## src/mrf_regs.svh

```systemverilog
`ifndef MRF_REGS_SVH
`define MRF_REGS_SVH

// register number bounds of each map section (inclusive)
`define MRF_FIXED_LO 16'h0001
`define MRF_FIXED_HI 16'h002F
`define MRF_READ_LO 16'h03E8
`define MRF_READ_HI 16'h138B
`define MRF_CMD_LO 16'h4E20
`define MRF_CMD_HI 16'h659B
`define MRF_SET_LO 16'h7530
`define MRF_SET_HI 16'h7573
`define MRF_SEC_LO 16'h9C41
`define MRF_SEC_HI 16'h9CA4

// first register of each item in the fixed section
`define MRF_ID_NAME 6'h01
`define MRF_ID_SERIAL 6'h09
`define MRF_ID_TYPE 6'h11
`define MRF_ID_FW 6'h12
`define MRF_ID_MAP 6'h14
`define MRF_ID_CONFIG 6'h15
`define MRF_ID_ASIC 6'h16
`define MRF_ID_OEM 6'h28

// storage depths of the writable sections
`define MRF_SET_DEPTH 68
`define MRF_SEC_DEPTH 100

// single precision float encoding
`define MRF_EXP_BIAS 8'h7F
`define MRF_MANT_BITS 23

// reset values
`define MRF_WORD_RST 16'h0000
`define MRF_DWORD_RST 32'h0000_0000

`endif

```

## src/mrf_pkg.sv

```systemverilog
package mrf_pkg;

    typedef enum logic [2:0] {
        RG_NONE  = 3'b000,
        RG_FIXED = 3'b001,
        RG_READ  = 3'b010,
        RG_CMD   = 3'b011,
        RG_SET   = 3'b100,
        RG_SEC   = 3'b101
    } mrf_region_t;

    typedef enum logic [1:0] {
        ST_IDLE   = 2'b00,
        ST_FETCH  = 2'b01,
        ST_ANSWER = 2'b10
    } mrf_state_t;

endpackage

```

## src/mrf_word_ram.sv

```systemverilog
`timescale 1ns/1ps
module mrf_word_ram #(
    parameter int DEPTH = 68,
    parameter int AW = 7
) (
    input wire logic clk_in,
    input wire logic wr_en_in,
    input wire logic [AW-1:0] addr_in,
    input wire logic [15:0] wdata_in,
    output logic [15:0] rdata_out
);
    logic [15:0] mem_r [DEPTH];

    // write and read share the edge, so the read register sees the old word (read-before-write)
    always_ff @(posedge clk_in) begin
        if (wr_en_in && (32'(addr_in) < DEPTH)) begin
            mem_r[addr_in] <= wdata_in;
        end
    end

    always_ff @(posedge clk_in) begin
        if (32'(addr_in) < DEPTH) begin
            rdata_out <= mem_r[addr_in];
        end else begin
            rdata_out <= 16'h0000;
        end
    end
endmodule // mrf_word_ram

```

## src/mrf_formatter.sv

```systemverilog
`timescale 1ns/1ps
`include "mrf_regs.svh"

// Operation
// - serve fixed identification information from registers 1 through 47
// - serve measured readings from registers 1000 through 5003
// - accept commands written to registers 20000 through 26011
// - hold basic programmable setup values in registers 30000 through 30067
// - provide secondary readings setup area in registers 40001 through 40100
// - text packs two characters per register, first in upper byte, unterminated
// - 32-bit integers span two registers, upper half at lower number
// - floats span two registers, lower number carries sign and exponent half
// - float exponent is stored with an offset of 127
// - float mantissa has an implied leading one before the fraction
// - float top bit is the sign, one meaning negative
module mrf_formatter
    import mrf_pkg::*;
(
    input wire logic clk_in,
    input wire logic srst_in,
    input wire logic req_valid_in,
    input wire logic req_write_in,
    input wire logic [15:0] req_addr_in,
    input wire logic [15:0] req_wdata_in,
    output logic req_ready_out,
    output logic rsp_valid_out,
    output logic rsp_error_out,
    output logic [15:0] rsp_rdata_out,
    input wire logic [127:0] name_text_in,
    input wire logic [127:0] serial_text_in,
    input wire logic [31:0] fw_text_in,
    input wire logic [127:0] oem_text_in,
    input wire logic [15:0] meter_type_in,
    input wire logic [15:0] map_version_in,
    input wire logic [15:0] meter_config_in,
    input wire logic [15:0] asic_version_in,
    output logic reading_rd_out,
    output logic [10:0] reading_idx_out,
    input wire logic [31:0] reading_value_in,
    input wire logic reading_is_float_in,
    output logic cmd_valid_out,
    output logic [15:0] cmd_reg_out,
    output logic [15:0] cmd_data_out
);

    mrf_state_t state_r;
    mrf_region_t region_r;
    logic write_r;
    logic [15:0] addr_r;
    logic [15:0] wdata_r;
    logic [15:0] offset_r;
    logic set_we_r;
    logic sec_we_r;
    logic [6:0] set_idx_r;
    logic [6:0] sec_idx_r;
    logic [15:0] set_rdata;
    logic [15:0] sec_rdata;
    logic [31:0] snap_r;
    logic [10:0] snap_idx_r;
    logic snap_ok_r;
    logic [31:0] reading_word;
    logic [15:0] answer_data;
    logic answer_error;
    mrf_region_t req_region;

    function automatic mrf_region_t mrf_decode(input logic [15:0] a);
        mrf_region_t r;
        r = RG_NONE;
        if (a >= `MRF_FIXED_LO && a <= `MRF_FIXED_HI) begin
            r = RG_FIXED;
        end else if (a >= `MRF_READ_LO && a <= `MRF_READ_HI) begin
            r = RG_READ;
        end else if (a >= `MRF_CMD_LO && a <= `MRF_CMD_HI) begin
            r = RG_CMD;
        end else if (a >= `MRF_SET_LO && a <= `MRF_SET_HI) begin
            r = RG_SET;
        end else if (a >= `MRF_SEC_LO && a <= `MRF_SEC_HI) begin
            r = RG_SEC;
        end
        return r;
    endfunction

    // picks register k of an eight-register text field, first character in the upper byte
    function automatic logic [15:0] mrf_text_word(input logic [127:0] txt, input logic [2:0] k);
        logic [6:0] top;
        top = 7'h7F - {k, 4'h0};
        return txt[top -: 16];
    endfunction

    // signed integer to single precision; truncates low bits beyond the 24-bit significand
    function automatic logic [31:0] mrf_to_float(input logic [31:0] v);
        logic sgn;
        logic [31:0] mag;
        logic [4:0] pos;
        logic [31:0] norm;
        logic [7:0] expo;
        sgn = v[31];
        mag = sgn ? (~v + 32'h0000_0001) : v;
        pos = 5'h00;
        for (int i = 0; i < 32; i++) begin
            if (mag[i]) begin
                pos = 5'(i);
            end
        end
        norm = mag << (5'h1F - pos);
        expo = {3'h0, pos} + `MRF_EXP_BIAS;
        if (mag == 32'h0000_0000) begin
            return 32'h0000_0000;
        end
        // leading one of norm is implied and dropped
        return {sgn, expo, norm[30 -: `MRF_MANT_BITS]};
    endfunction

    function automatic logic [15:0] mrf_fixed_word(
        input logic [5:0] n,
        input logic [127:0] name_t,
        input logic [127:0] serial_t,
        input logic [31:0] fw_t,
        input logic [127:0] oem_t,
        input logic [15:0] mtype,
        input logic [15:0] mapv,
        input logic [15:0] mcfg,
        input logic [15:0] asic
    );
        logic [15:0] w;
        w = `MRF_WORD_RST;
        if (n >= `MRF_ID_NAME && n < `MRF_ID_SERIAL) begin
            w = mrf_text_word(name_t, 3'(n - `MRF_ID_NAME));
        end else if (n >= `MRF_ID_SERIAL && n < `MRF_ID_TYPE) begin
            w = mrf_text_word(serial_t, 3'(n - `MRF_ID_SERIAL));
        end else if (n == `MRF_ID_TYPE) begin
            w = mtype;
        end else if (n == `MRF_ID_FW) begin
            w = fw_t[31:16];
        end else if (n == `MRF_ID_FW + 6'h01) begin
            w = fw_t[15:0];
        end else if (n == `MRF_ID_MAP) begin
            w = mapv;
        end else if (n == `MRF_ID_CONFIG) begin
            w = mcfg;
        end else if (n == `MRF_ID_ASIC) begin
            w = asic;
        end else if (n >= `MRF_ID_OEM) begin
            w = mrf_text_word(oem_t, 3'(n - `MRF_ID_OEM));
        end
        return w;
    endfunction

    assign req_region = mrf_decode(req_addr_in);

    // one request in flight; ready drops for the whole fetch/answer walk
    always_ff @(posedge clk_in) begin
        if (srst_in) begin
            state_r <= ST_IDLE;
            req_ready_out <= 1'b0;
        end else begin
            case (state_r)
                ST_IDLE: begin
                    req_ready_out <= 1'b1;
                    if (req_valid_in && req_ready_out) begin
                        state_r <= ST_FETCH;
                        req_ready_out <= 1'b0;
                    end
                end
                ST_FETCH: begin
                    state_r <= ST_ANSWER;
                end
                ST_ANSWER: begin
                    state_r <= ST_IDLE;
                    req_ready_out <= 1'b1;
                end
                default: begin
                    state_r <= ST_IDLE;
                    req_ready_out <= 1'b0;
                end
            endcase
        end
    end

    always_ff @(posedge clk_in) begin
        if (srst_in) begin
            region_r <= RG_NONE;
            write_r <= 1'b0;
            addr_r <= `MRF_WORD_RST;
            wdata_r <= `MRF_WORD_RST;
            offset_r <= `MRF_WORD_RST;
            set_idx_r <= 7'h00;
            sec_idx_r <= 7'h00;
        end else if (state_r == ST_IDLE && req_valid_in && req_ready_out) begin
            region_r <= req_region;
            write_r <= req_write_in;
            addr_r <= req_addr_in;
            wdata_r <= req_wdata_in;
            offset_r <= req_addr_in - `MRF_READ_LO;
            set_idx_r <= 7'(req_addr_in - `MRF_SET_LO);
            sec_idx_r <= 7'(req_addr_in - `MRF_SEC_LO);
        end
    end

    // storage writes land during the fetch cycle
    always_ff @(posedge clk_in) begin
        if (srst_in) begin
            set_we_r <= 1'b0;
            sec_we_r <= 1'b0;
        end else begin
            set_we_r <= state_r == ST_IDLE && req_valid_in && req_ready_out && req_write_in && req_region == RG_SET;
            sec_we_r <= state_r == ST_IDLE && req_valid_in && req_ready_out && req_write_in && req_region == RG_SEC;
        end
    end

    mrf_word_ram #(
        .DEPTH(`MRF_SET_DEPTH),
        .AW(7)
    ) u_set_ram (
        .clk_in(clk_in),
        .wr_en_in(set_we_r),
        .addr_in(set_idx_r),
        .wdata_in(wdata_r),
        .rdata_out(set_rdata)
    );

    mrf_word_ram #(
        .DEPTH(`MRF_SEC_DEPTH),
        .AW(7)
    ) u_sec_ram (
        .clk_in(clk_in),
        .wr_en_in(sec_we_r),
        .addr_in(sec_idx_r),
        .wdata_in(wdata_r),
        .rdata_out(sec_rdata)
    );

    // the reading source answers on the cycle after the fetch pulse
    always_ff @(posedge clk_in) begin
        if (srst_in) begin
            reading_rd_out <= 1'b0;
            reading_idx_out <= 11'h000;
        end else begin
            reading_rd_out <= state_r == ST_IDLE && req_valid_in && req_ready_out && !req_write_in
                && req_region == RG_READ;
            if (state_r == ST_IDLE && req_valid_in && req_ready_out) begin
                reading_idx_out <= 11'((req_addr_in - `MRF_READ_LO) >> 1);
            end
        end
    end

    assign reading_word = reading_is_float_in ? mrf_to_float(reading_value_in) : reading_value_in;

    always_comb begin
        answer_data = `MRF_WORD_RST;
        answer_error = 1'b0;
        case (region_r)
            RG_FIXED: begin
                answer_error = write_r;
                if (!write_r) begin
                    answer_data = mrf_fixed_word(addr_r[5:0], name_text_in, serial_text_in, fw_text_in,
                        oem_text_in, meter_type_in, map_version_in, meter_config_in, asic_version_in);
                end
            end
            RG_READ: begin
                answer_error = write_r;
                if (!write_r && !offset_r[0]) begin
                    answer_data = reading_word[31:16];
                end else if (!write_r && snap_ok_r && snap_idx_r == reading_idx_out) begin
                    answer_data = snap_r[15:0];
                end else if (!write_r) begin
                    answer_data = reading_word[15:0];
                end
            end
            RG_CMD: begin
                answer_data = `MRF_WORD_RST;
            end
            RG_SET: begin
                answer_data = write_r ? `MRF_WORD_RST : set_rdata;
            end
            RG_SEC: begin
                answer_data = write_r ? `MRF_WORD_RST : sec_rdata;
            end
            default: begin
                answer_error = 1'b1;
            end
        endcase
    end

    // the upper-half read latches the whole word so the lower half cannot tear
    always_ff @(posedge clk_in) begin
        if (srst_in) begin
            snap_r <= `MRF_DWORD_RST;
            snap_idx_r <= 11'h000;
            snap_ok_r <= 1'b0;
        end else if (state_r == ST_ANSWER && region_r == RG_READ && !write_r) begin
            if (!offset_r[0]) begin
                snap_r <= reading_word;
                snap_idx_r <= reading_idx_out;
                snap_ok_r <= 1'b1;
            end else begin
                snap_ok_r <= 1'b0;
            end
        end
    end

    always_ff @(posedge clk_in) begin
        if (srst_in) begin
            rsp_valid_out <= 1'b0;
            rsp_error_out <= 1'b0;
            rsp_rdata_out <= `MRF_WORD_RST;
        end else begin
            rsp_valid_out <= state_r == ST_ANSWER;
            if (state_r == ST_ANSWER) begin
                rsp_error_out <= answer_error;
                rsp_rdata_out <= answer_data;
            end
        end
    end

    always_ff @(posedge clk_in) begin
        if (srst_in) begin
            cmd_valid_out <= 1'b0;
            cmd_reg_out <= `MRF_WORD_RST;
            cmd_data_out <= `MRF_WORD_RST;
        end else begin
            cmd_valid_out <= state_r == ST_ANSWER && region_r == RG_CMD && write_r;
            if (state_r == ST_ANSWER && region_r == RG_CMD && write_r) begin
                cmd_reg_out <= addr_r;
                cmd_data_out <= wdata_r;
            end
        end
    end

endmodule // mrf_formatter

```

## config.mk

```make
export PLATFORM = sky130hd
export DESIGN_NAME = mrf_formatter
export DESIGN_NICKNAME = d
export VERILOG_FILES = /design/src/mrf_pkg.sv /design/src/mrf_word_ram.sv /design/src/mrf_formatter.sv
export VERILOG_INCLUDE_DIRS = /design/src
export SDC_FILE = /design/constraint.sdc
export NUM_CORES = 2
export LEC_CHECK = 0
export BUFFER_PORTS_ARGS = -buffer_cell sky130_fd_sc_hd__buf_4
export CAP_MARGIN = 30
export CORE_MARGIN = 5
export CORE_UTILIZATION = 55
export CTS_BUF_LIST = sky130_fd_sc_hd__clkbuf_4
export CTS_CLUSTER_DIAMETER = 200
export CTS_CLUSTER_SIZE = 40
export DETAILED_ROUTE_END_ITERATION = 16
export HOLD_SLACK_MARGIN = 0.06
export PLACE_DENSITY = 0.78
export SYNTH_ARGS = -nofsm -noshare
export SYNTH_HDL_FRONTEND = slang
export SYNTH_SLANG_ARGS = --single-unit
```

## constraint.sdc

```tcl
create_clock -name clk_in -period 14.65 [get_ports clk_in]
set_input_delay 2.93 -clock clk_in [delete_from_list [all_inputs] [get_ports clk_in]]
set_output_delay 2.93 -clock clk_in [all_outputs]
set_load 0.01 [all_outputs]
```

==> Word level (Yosys, flattened, before mapping) <==
Memories as Yosys holds them, arrays and structs flattened. A register that Yosys moved wholly into a read port is not among the register bits.
Cells that the tools add are included.
W data, S select, Z words.
{ "totals": {"elab_cells": 178, "out_inout_bits": 64, "in_bits": 549, "register_bits": 147, "n_memories": 2, "ramBits": 2688} }
{ "mem_list": {"columns": ["memory", "depth", "width", "rd", "rd_clocked_by_memory_dff", "write_ports", "line", "text"], "rows": [
  ["u_sec_ram.mem_r", 100, 16, 1, 1, 1, "mrf_word_ram.sv:12", "logic [15:0] mem_r [DEPTH];"],
  ["u_set_ram.mem_r", 68, 16, 1, 1, 1, "mrf_word_ram.sv:12", null]
]} }
{ "classes": {"n_lt_le_gt_ge": 17, "eq_ne": 18, "bitwise": 2, "n_addsub": 12, "n_reduce_logical": 34, "n_mux": 67, "shifts": 4} }
{ "op_table": {"columns": ["op", "n"], "rows": [
  ["$shiftx A143 B8 Y16", 3],
  ["$mux W16", 15],
  ["$mux W5", 30],
  ["$mux W32", 4],
  ["$pmux W16 S4", 1],
  ["$eq A6 B5 Y1 const B", 6],
  ["$add A32 B1 Y32 const B", 1],
  ["$ge A16 B15 Y1 const B", 2],
  ["$le A16 B15 Y1 const B", 2],
  ["$logic_not A32 Y1", 1],
  ["$not A32 Y32", 1],
  ["$shl A32 B5 Y31", 1],
  ["$logic_and A1 B1 Y1", 24],
  ["$sub A7 B7 Y7 const A", 3],
  ["$ge A16 B1 Y1 const B", 1],
  ["$ge A16 B10 Y1 const B", 1],
  ["$ge A16 B16 Y1 const B", 1],
  ["$le A16 B13 Y1 const B", 1],
  ["$le A16 B16 Y1 const B", 1],
  ["$le A16 B6 Y1 const B", 1],
  ["$mux W3", 5],
  ["$lt A7 B7 Y1 const B", 2],
  ["$eq A3 B3 Y1 const B", 4],
  ["$sub A12 B10 Y12 const B", 1],
  ["other kinds (27)", 42]
]} }

==> Longest topological paths before layout <==
{ "depth": {"depth_word": 42, "mapped_depth": 22, "depth_no_buf": 17} }

==> Hierarchy <==
A second synthesis with hierarchy kept.
{ "hier_totals": {"hier_cells": 7685, "hier_area_um2": 120367.9} }
{ "modules_own_cells": {"columns": ["module", "seq_area_each_um2", "cells_each", "area_per_inst_um2", "n_inst"], "rows": [
  ["mrf_word_ram (u_sec_ram)", 48366.4, 3411, 62218.4, 1],
  ["mrf_word_ram (u_set_ram)", 32991.6, 2245, 42638.4, 1],
  ["mrf_formatter", 2802.7, 2029, 15511.1, 1]
]} }

==> Worst setup path after synthesis <==
No wires, ideal clock.
{ "synth_timing": {"path_kind": "input-to-reg", "start": "input port reading_value_in[11]", "end": "register rsp_rdata_out[6]", "arrival_time_ps": 7124, "path_stages": 17, "setup_ps": 84, "path_slack_ps": 7442, "required_ps": 14566, "path_buffers": 4, "path_cell_list": "buf_6 > or4_4 > or4_1 > buf_2 > or3_1 > buf_2 > a21o_1 > or3_1 > buf_6 > a211o_4 > nand2_4 > mux2_1 > mux4_2 > o221ai_1 > a221o_1 > a21oi_1 > o31ai_2"} }
{ "synth_between": {"elab_chain_cells": 32, "elab_cells_between_ends": 34, "classes_between": "add/sub: 2; shift: 1; mux: 29; bitwise: 1; reduce/logical: 1"} }
{ "synth_lines": {"columns": ["element", "line", "text"], "rows": [
  ["from (decl)", "mrf_formatter.sv:39", "input wire logic [31:0] reading_value_in,"],
  ["$not A32 Y32", "mrf_formatter.sv:98", "mag = sgn ? (~v + 32'h0000_0001) : v;"],
  ["$add A32 B1 Y32", "mrf_formatter.sv:98", null],
  ["$mux W32 (*)", "mrf_formatter.sv:98", null],
  ["$mux W5 (21 in a row)", "mrf_formatter.sv:101", "if (mag[i]) begin"],
  ["$sub A5 B5 Y5", "mrf_formatter.sv:105", "norm = mag << (5'h1F - pos);"],
  ["$shl A32 B5 Y31", "mrf_formatter.sv:105", null],
  ["$mux W32 (*)", "mrf_formatter.sv:111", "return {sgn, expo, norm[30 -: `MRF_MANT_BITS]};"],
  ["$mux W32 (*)", "mrf_formatter.sv:247", "assign reading_word = reading_is_float_in ? mrf_to_float(reading_value_in) : reading_value_in;"],
  ["$mux W16", "mrf_formatter.sv:266", "end else if (!write_r) begin"],
  ["$mux W16", "mrf_formatter.sv:264", "end else if (!write_r && snap_ok_r && snap_idx_r == reading_idx_out) begin"],
  ["$mux W16 (*)", "mrf_formatter.sv:262", "if (!write_r && !offset_r[0]) begin"],
  ["$pmux W16 S4 (*)", "mrf_formatter.sv:252", "case (region_r)"],
  ["to (signal assigned)", "mrf_formatter.sv:306", "rsp_rdata_out <= `MRF_WORD_RST;"],
  ["to (signal assigned)", "mrf_formatter.sv:311", "rsp_rdata_out <= answer_data;"],
  ["to (decl)", "mrf_formatter.sv:28", "output logic [15:0] rsp_rdata_out,"]
]} }
Mark *: on every way between the ends. The rest lies on a longest branch, timed or not.
A chain may end at the register's enable or synchronous reset.

==> Final worst setup path <==
{ "layout_timing": {"start": "input port reading_value_in[10]", "end": "register rsp_rdata_out[0]"} }
{ "layout_between": {"elab_chain_cells": 33, "elab_cells_between_ends": 35, "classes_between": "add/sub: 2; shift: 1; mux: 30; bitwise: 1; reduce/logical: 1"} }
{ "layout_lines": {"columns": ["element", "line"], "rows": [
  ["$not A32 Y32", "mrf_formatter.sv:98"],
  ["$add A32 B1 Y32", "mrf_formatter.sv:98"],
  ["$mux W32 (*)", "mrf_formatter.sv:98"],
  ["$mux W5 (22 in a row)", "mrf_formatter.sv:101"],
  ["$sub A5 B5 Y5", "mrf_formatter.sv:105"],
  ["$shl A32 B5 Y31", "mrf_formatter.sv:105"],
  ["$mux W32 (*)", "mrf_formatter.sv:111"],
  ["$mux W32 (*)", "mrf_formatter.sv:247"],
  ["$mux W16", "mrf_formatter.sv:266"],
  ["$mux W16", "mrf_formatter.sv:264"],
  ["$mux W16 (*)", "mrf_formatter.sv:262"],
  ["$pmux W16 S4 (*)", "mrf_formatter.sv:252"]
]} }
Marks and branches as above.

==> results.json <==
{
  "nNetsFinal": 8285,
  "cts.sinks": 2860,
  "cts_tree": "yes",
  "antenna_left": 0,
  "critPathBufInv": 2,
  "whs_path_depth": 2,
  "setup_tns_ns": 0,
  "fp.dieArea_um2": 215000,
  "hold_class": "flop to flop",
  "use_met1": 0.562,
  "wire_per_inst_um": 39.1,
  "ys_warn_count": 0,
  "cts_resized": 0,
  "antenna_found_initial": 88,
  "drc": 0,
  "worst_slew_pin_slew_ns": 1.08,
  "hpwl_um": 274000,
  "power_density_nw_per_um2": 106,
  "final_cell_mix": "2688 x edfxtp_1, 918 x buf_4, 897 x a22oi_1",
  "synthCells": 7233,
  "drv_slew": 0,
  "slowest_delay_ns": 0.76,
  "grt_use_total": 0.370,
  "synth_area_um2": 113000,
  "hold_start": "addr_r[9]",
  "critPathKind": "input port to flop",
  "r2r-start": "addr_r[0]",
  "cts_setup_buffers": 0,
  "cp_common_cell": "a211oi_1",
  "met3_usage": 0.0916,
  "die_w_um": 463,
  "avgSynthCellArea_um2": 15.6,
  "cpLargestDelayFamily": "compound AO/OA/AOI/OAI gates",
  "setup_violations": 0,
  "critPathRequiredTime_ns": 15.84,
  "rrSetupSlack_ns": 9.01,
  "drt_iter0_markers": 13700,
  "worstPathArrival_ns": 9.28,
  "synthArstFlopShare": 0,
  "syn_to_final_growth_pct": 9.08,
  "top_usage_layer": "met1",
  "yosysUniqueCellTypes": 108,
  "dp_cells": 10300,
  "hold_end": "addr_r[9]",
  "cp-start-kind": "input port",
  "grt_overflow": 0,
  "core_area_um2": 205000,
  "portBuffers": 612,
  "critPathSlowestCell": "a211oi_1",
  "ir_drop_uv": 131,
  "cts_buffers": 82,
  "rsz0062_at_grt": "no",
  "critical_path.cell_chain": "buf_4 -> or4_4 -> or4_1 -> buf_4 -> a2111oi_0 -> o2bb2ai_1 -> nor3_2 -> nand2_1 -> nand2_4 -> a21oi_1 -> a21boi_0 -> a211oi_1 -> a211oi_1 -> a221oi_1 -> a211oi_1",
  "fmax_ghz": 0.124,
  "relSlewSlack": 0.277,
  "rows": 166,
  "fin_crit_sh": 0.553,
  "vias": 75400,
  "fillers": 14900,
  "root_buffer": "clkbuf_4",
  "num_io_pins": 613,
  "end_kind": "flop",
  "postLayoutCoreUtil": 0.602,
  "grt_max_degree": 110,
  "grtUsageMet2": 0.545,
  "ys_ff_latch": 2860,
  "status": "finished clean",
  "cts_buffer_depth": 3,
  "wl_um": 410000,
  "ys_seq_area_frac": 0.745,
  "hold_ws_ns": 0.474,
  "crit_path_start": "reading_value_in[10]",
  "vias_per_cell": 7.19,
  "max_cap_viol_count": 0,
  "worstRegToRegCells": 12,
  "cp_max_fo": 25,
  "start_util": 0.552,
  "layout_commonest_cell": "edfxtp_1",
  "synth_nets": 7798,
  "place.gp.congestion": 1.05,
  "synth_edf_count": 2688,
  "ys.flop_type": "edfxtp_1",
  "stdcell_count": 10500,
  "final.min_clock_period_ns": 8.09,
  "h-tree-depth": 3,
  "grt_pass1_wl_um": 563000,
  "hold_viol": 0,
  "drtPass1Iterations": 7,
  "grt_pass1_vias": 69700,
  "r2r-end": "u_set_ram.rdata_out[2]",
  "clk_latency_ns": 1.33,
  "die_h_um": 463,
  "cts.clk_slew.worst_paths_ns": 0.46,
  "holdBufCountCts": 0,
  "drive_gt1_frac": 0.169,
  "finalClockSkew_ns": 0.167,
  "p_leak_nw": 36.6
}
cells in the mapped netlist, types with 85 or more instances:
cell,number,share of area
a21oi_1,233,0.010
a221oi_1,222,0.017
a22o_1,207,0.016
a22oi_1,897,0.060
a31oi_1,158,0.0088
buf_1,112,0.0037
clkbuf_1,412,0.014
dfxtp_1,172,0.030
edfxtp_1,2688,0.71
mux4_2,103,0.021
nand2_1,400,0.013
nand3_1,85,0.0038
nand4_1,184,0.010
nor2_1,345,0.011
o21ai_0,153,0.0068
sequential cells by signal, indices dropped and copies added, names as in the netlist, 2 cells and up:
register	flops
u_sec_ram.mem_r	1600
u_set_ram.mem_r	1088
addr_r	16
cmd_data_out	16
cmd_reg_out	16
rsp_rdata_out	16
snap_r	16
u_sec_ram.rdata_out	16
u_set_ram.rdata_out	16
wdata_r	16
snap_idx_r	11
reading_idx_out	9
sec_idx_r	7
region_r	3
set_idx_r	3
state_r	2
power by group:
group	internal, W	leakage [nW]	switching, W
logic	0.000474	11.7	0.00102
clock network	0.000427	0.642	0.00215
registers	0.00895	24.3	0.0000617
total	0.00985	36.6	0.00323
through the flow:
stage / setup WS, ns / total power, W / instance area, um^2
final: 6.56 / 0.0131 / 123000
after global routing: 6.42 / 0.0134 / 123000
after CTS: 6.76 / 0.0130 / 123000
after detailed placement: 5.27 / 0.0106 / 122000
after global placement: 5.32 / 0.0106 / 122000
after floorplan: 7.44 / 0.00989 / 113000
per-layer routing:
layer / vias up / wire [um] / part of all wire
met1: 38300 / 162000 / 0.39
met4: 42 / 11900 / 0.029
met5: - / 253 / 0.00062
met3: 601 / 55000 / 0.13
li1: 30600 / - / -
met2: 5870 / 181000 / 0.44
area by class of cell:
cell class / count / area [um^2] / area share
Sequential cell: 2860 / 84200 / 0.684
Multi-Input combinational cell: 3798 / 26800 / 0.217
Timing Repair Buffer: 955 / 7600 / 0.0617
Tap cell: 2688 / 3360 / 0.0273
Clock buffer: 125 / 938 / 0.00762
Clock inverter: 9 / 143 / 0.00116
Inverter: 23 / 86.3 / 0.000701
Antenna cell: 33 / 82.6 / 0.000670
cells by family (layout without fill, tap and decap cells):
logic type      count (synthesis)  count (layout)  share of synthesized area
buf+inv                       575            1112                     0.0200
mux                           173             173                     0.0270
other cells                     0              33                          0
compound gates               2298            2298                      0.149
flops                        2860            2860                      0.745
fa+ha+maj                      16              16                    0.00177
simple gates                 1248            1248                     0.0520
xor+xnor                       63              63                    0.00488
how the worst max path moves through the flow:
stage | endpoint | slack (ns) | depth (start not counted)
after floorplan | rsp_rdata_out[6] | 7.44 | 17
after global placement | rsp_rdata_out[1] | 5.32 | 18
after detailed placement | rsp_rdata_out[5] | 5.27 | 15
after CTS | rsp_rdata_out[1] | 6.76 | 18
after global routing | rsp_rdata_out[5] | 6.42 | 15
final | rsp_rdata_out[0] | 6.56 | 15
worst register-to-register path, stage by stage, from the launching register on:
cell	delay (ns)
dfxtp_4	0.62
buf_4	0.68
inv_1	0.59
buf_4	0.38
nor2_4	0.69
buf_12	0.57
a22oi_1	0.29
nand4_1	0.26
o21ai_0	0.39
mux4_2	0.59
nor2_1	0.13
a21oi_1	0.05
nor2_1	0.32
Note: power is estimated with default switching activity, not from simulation.
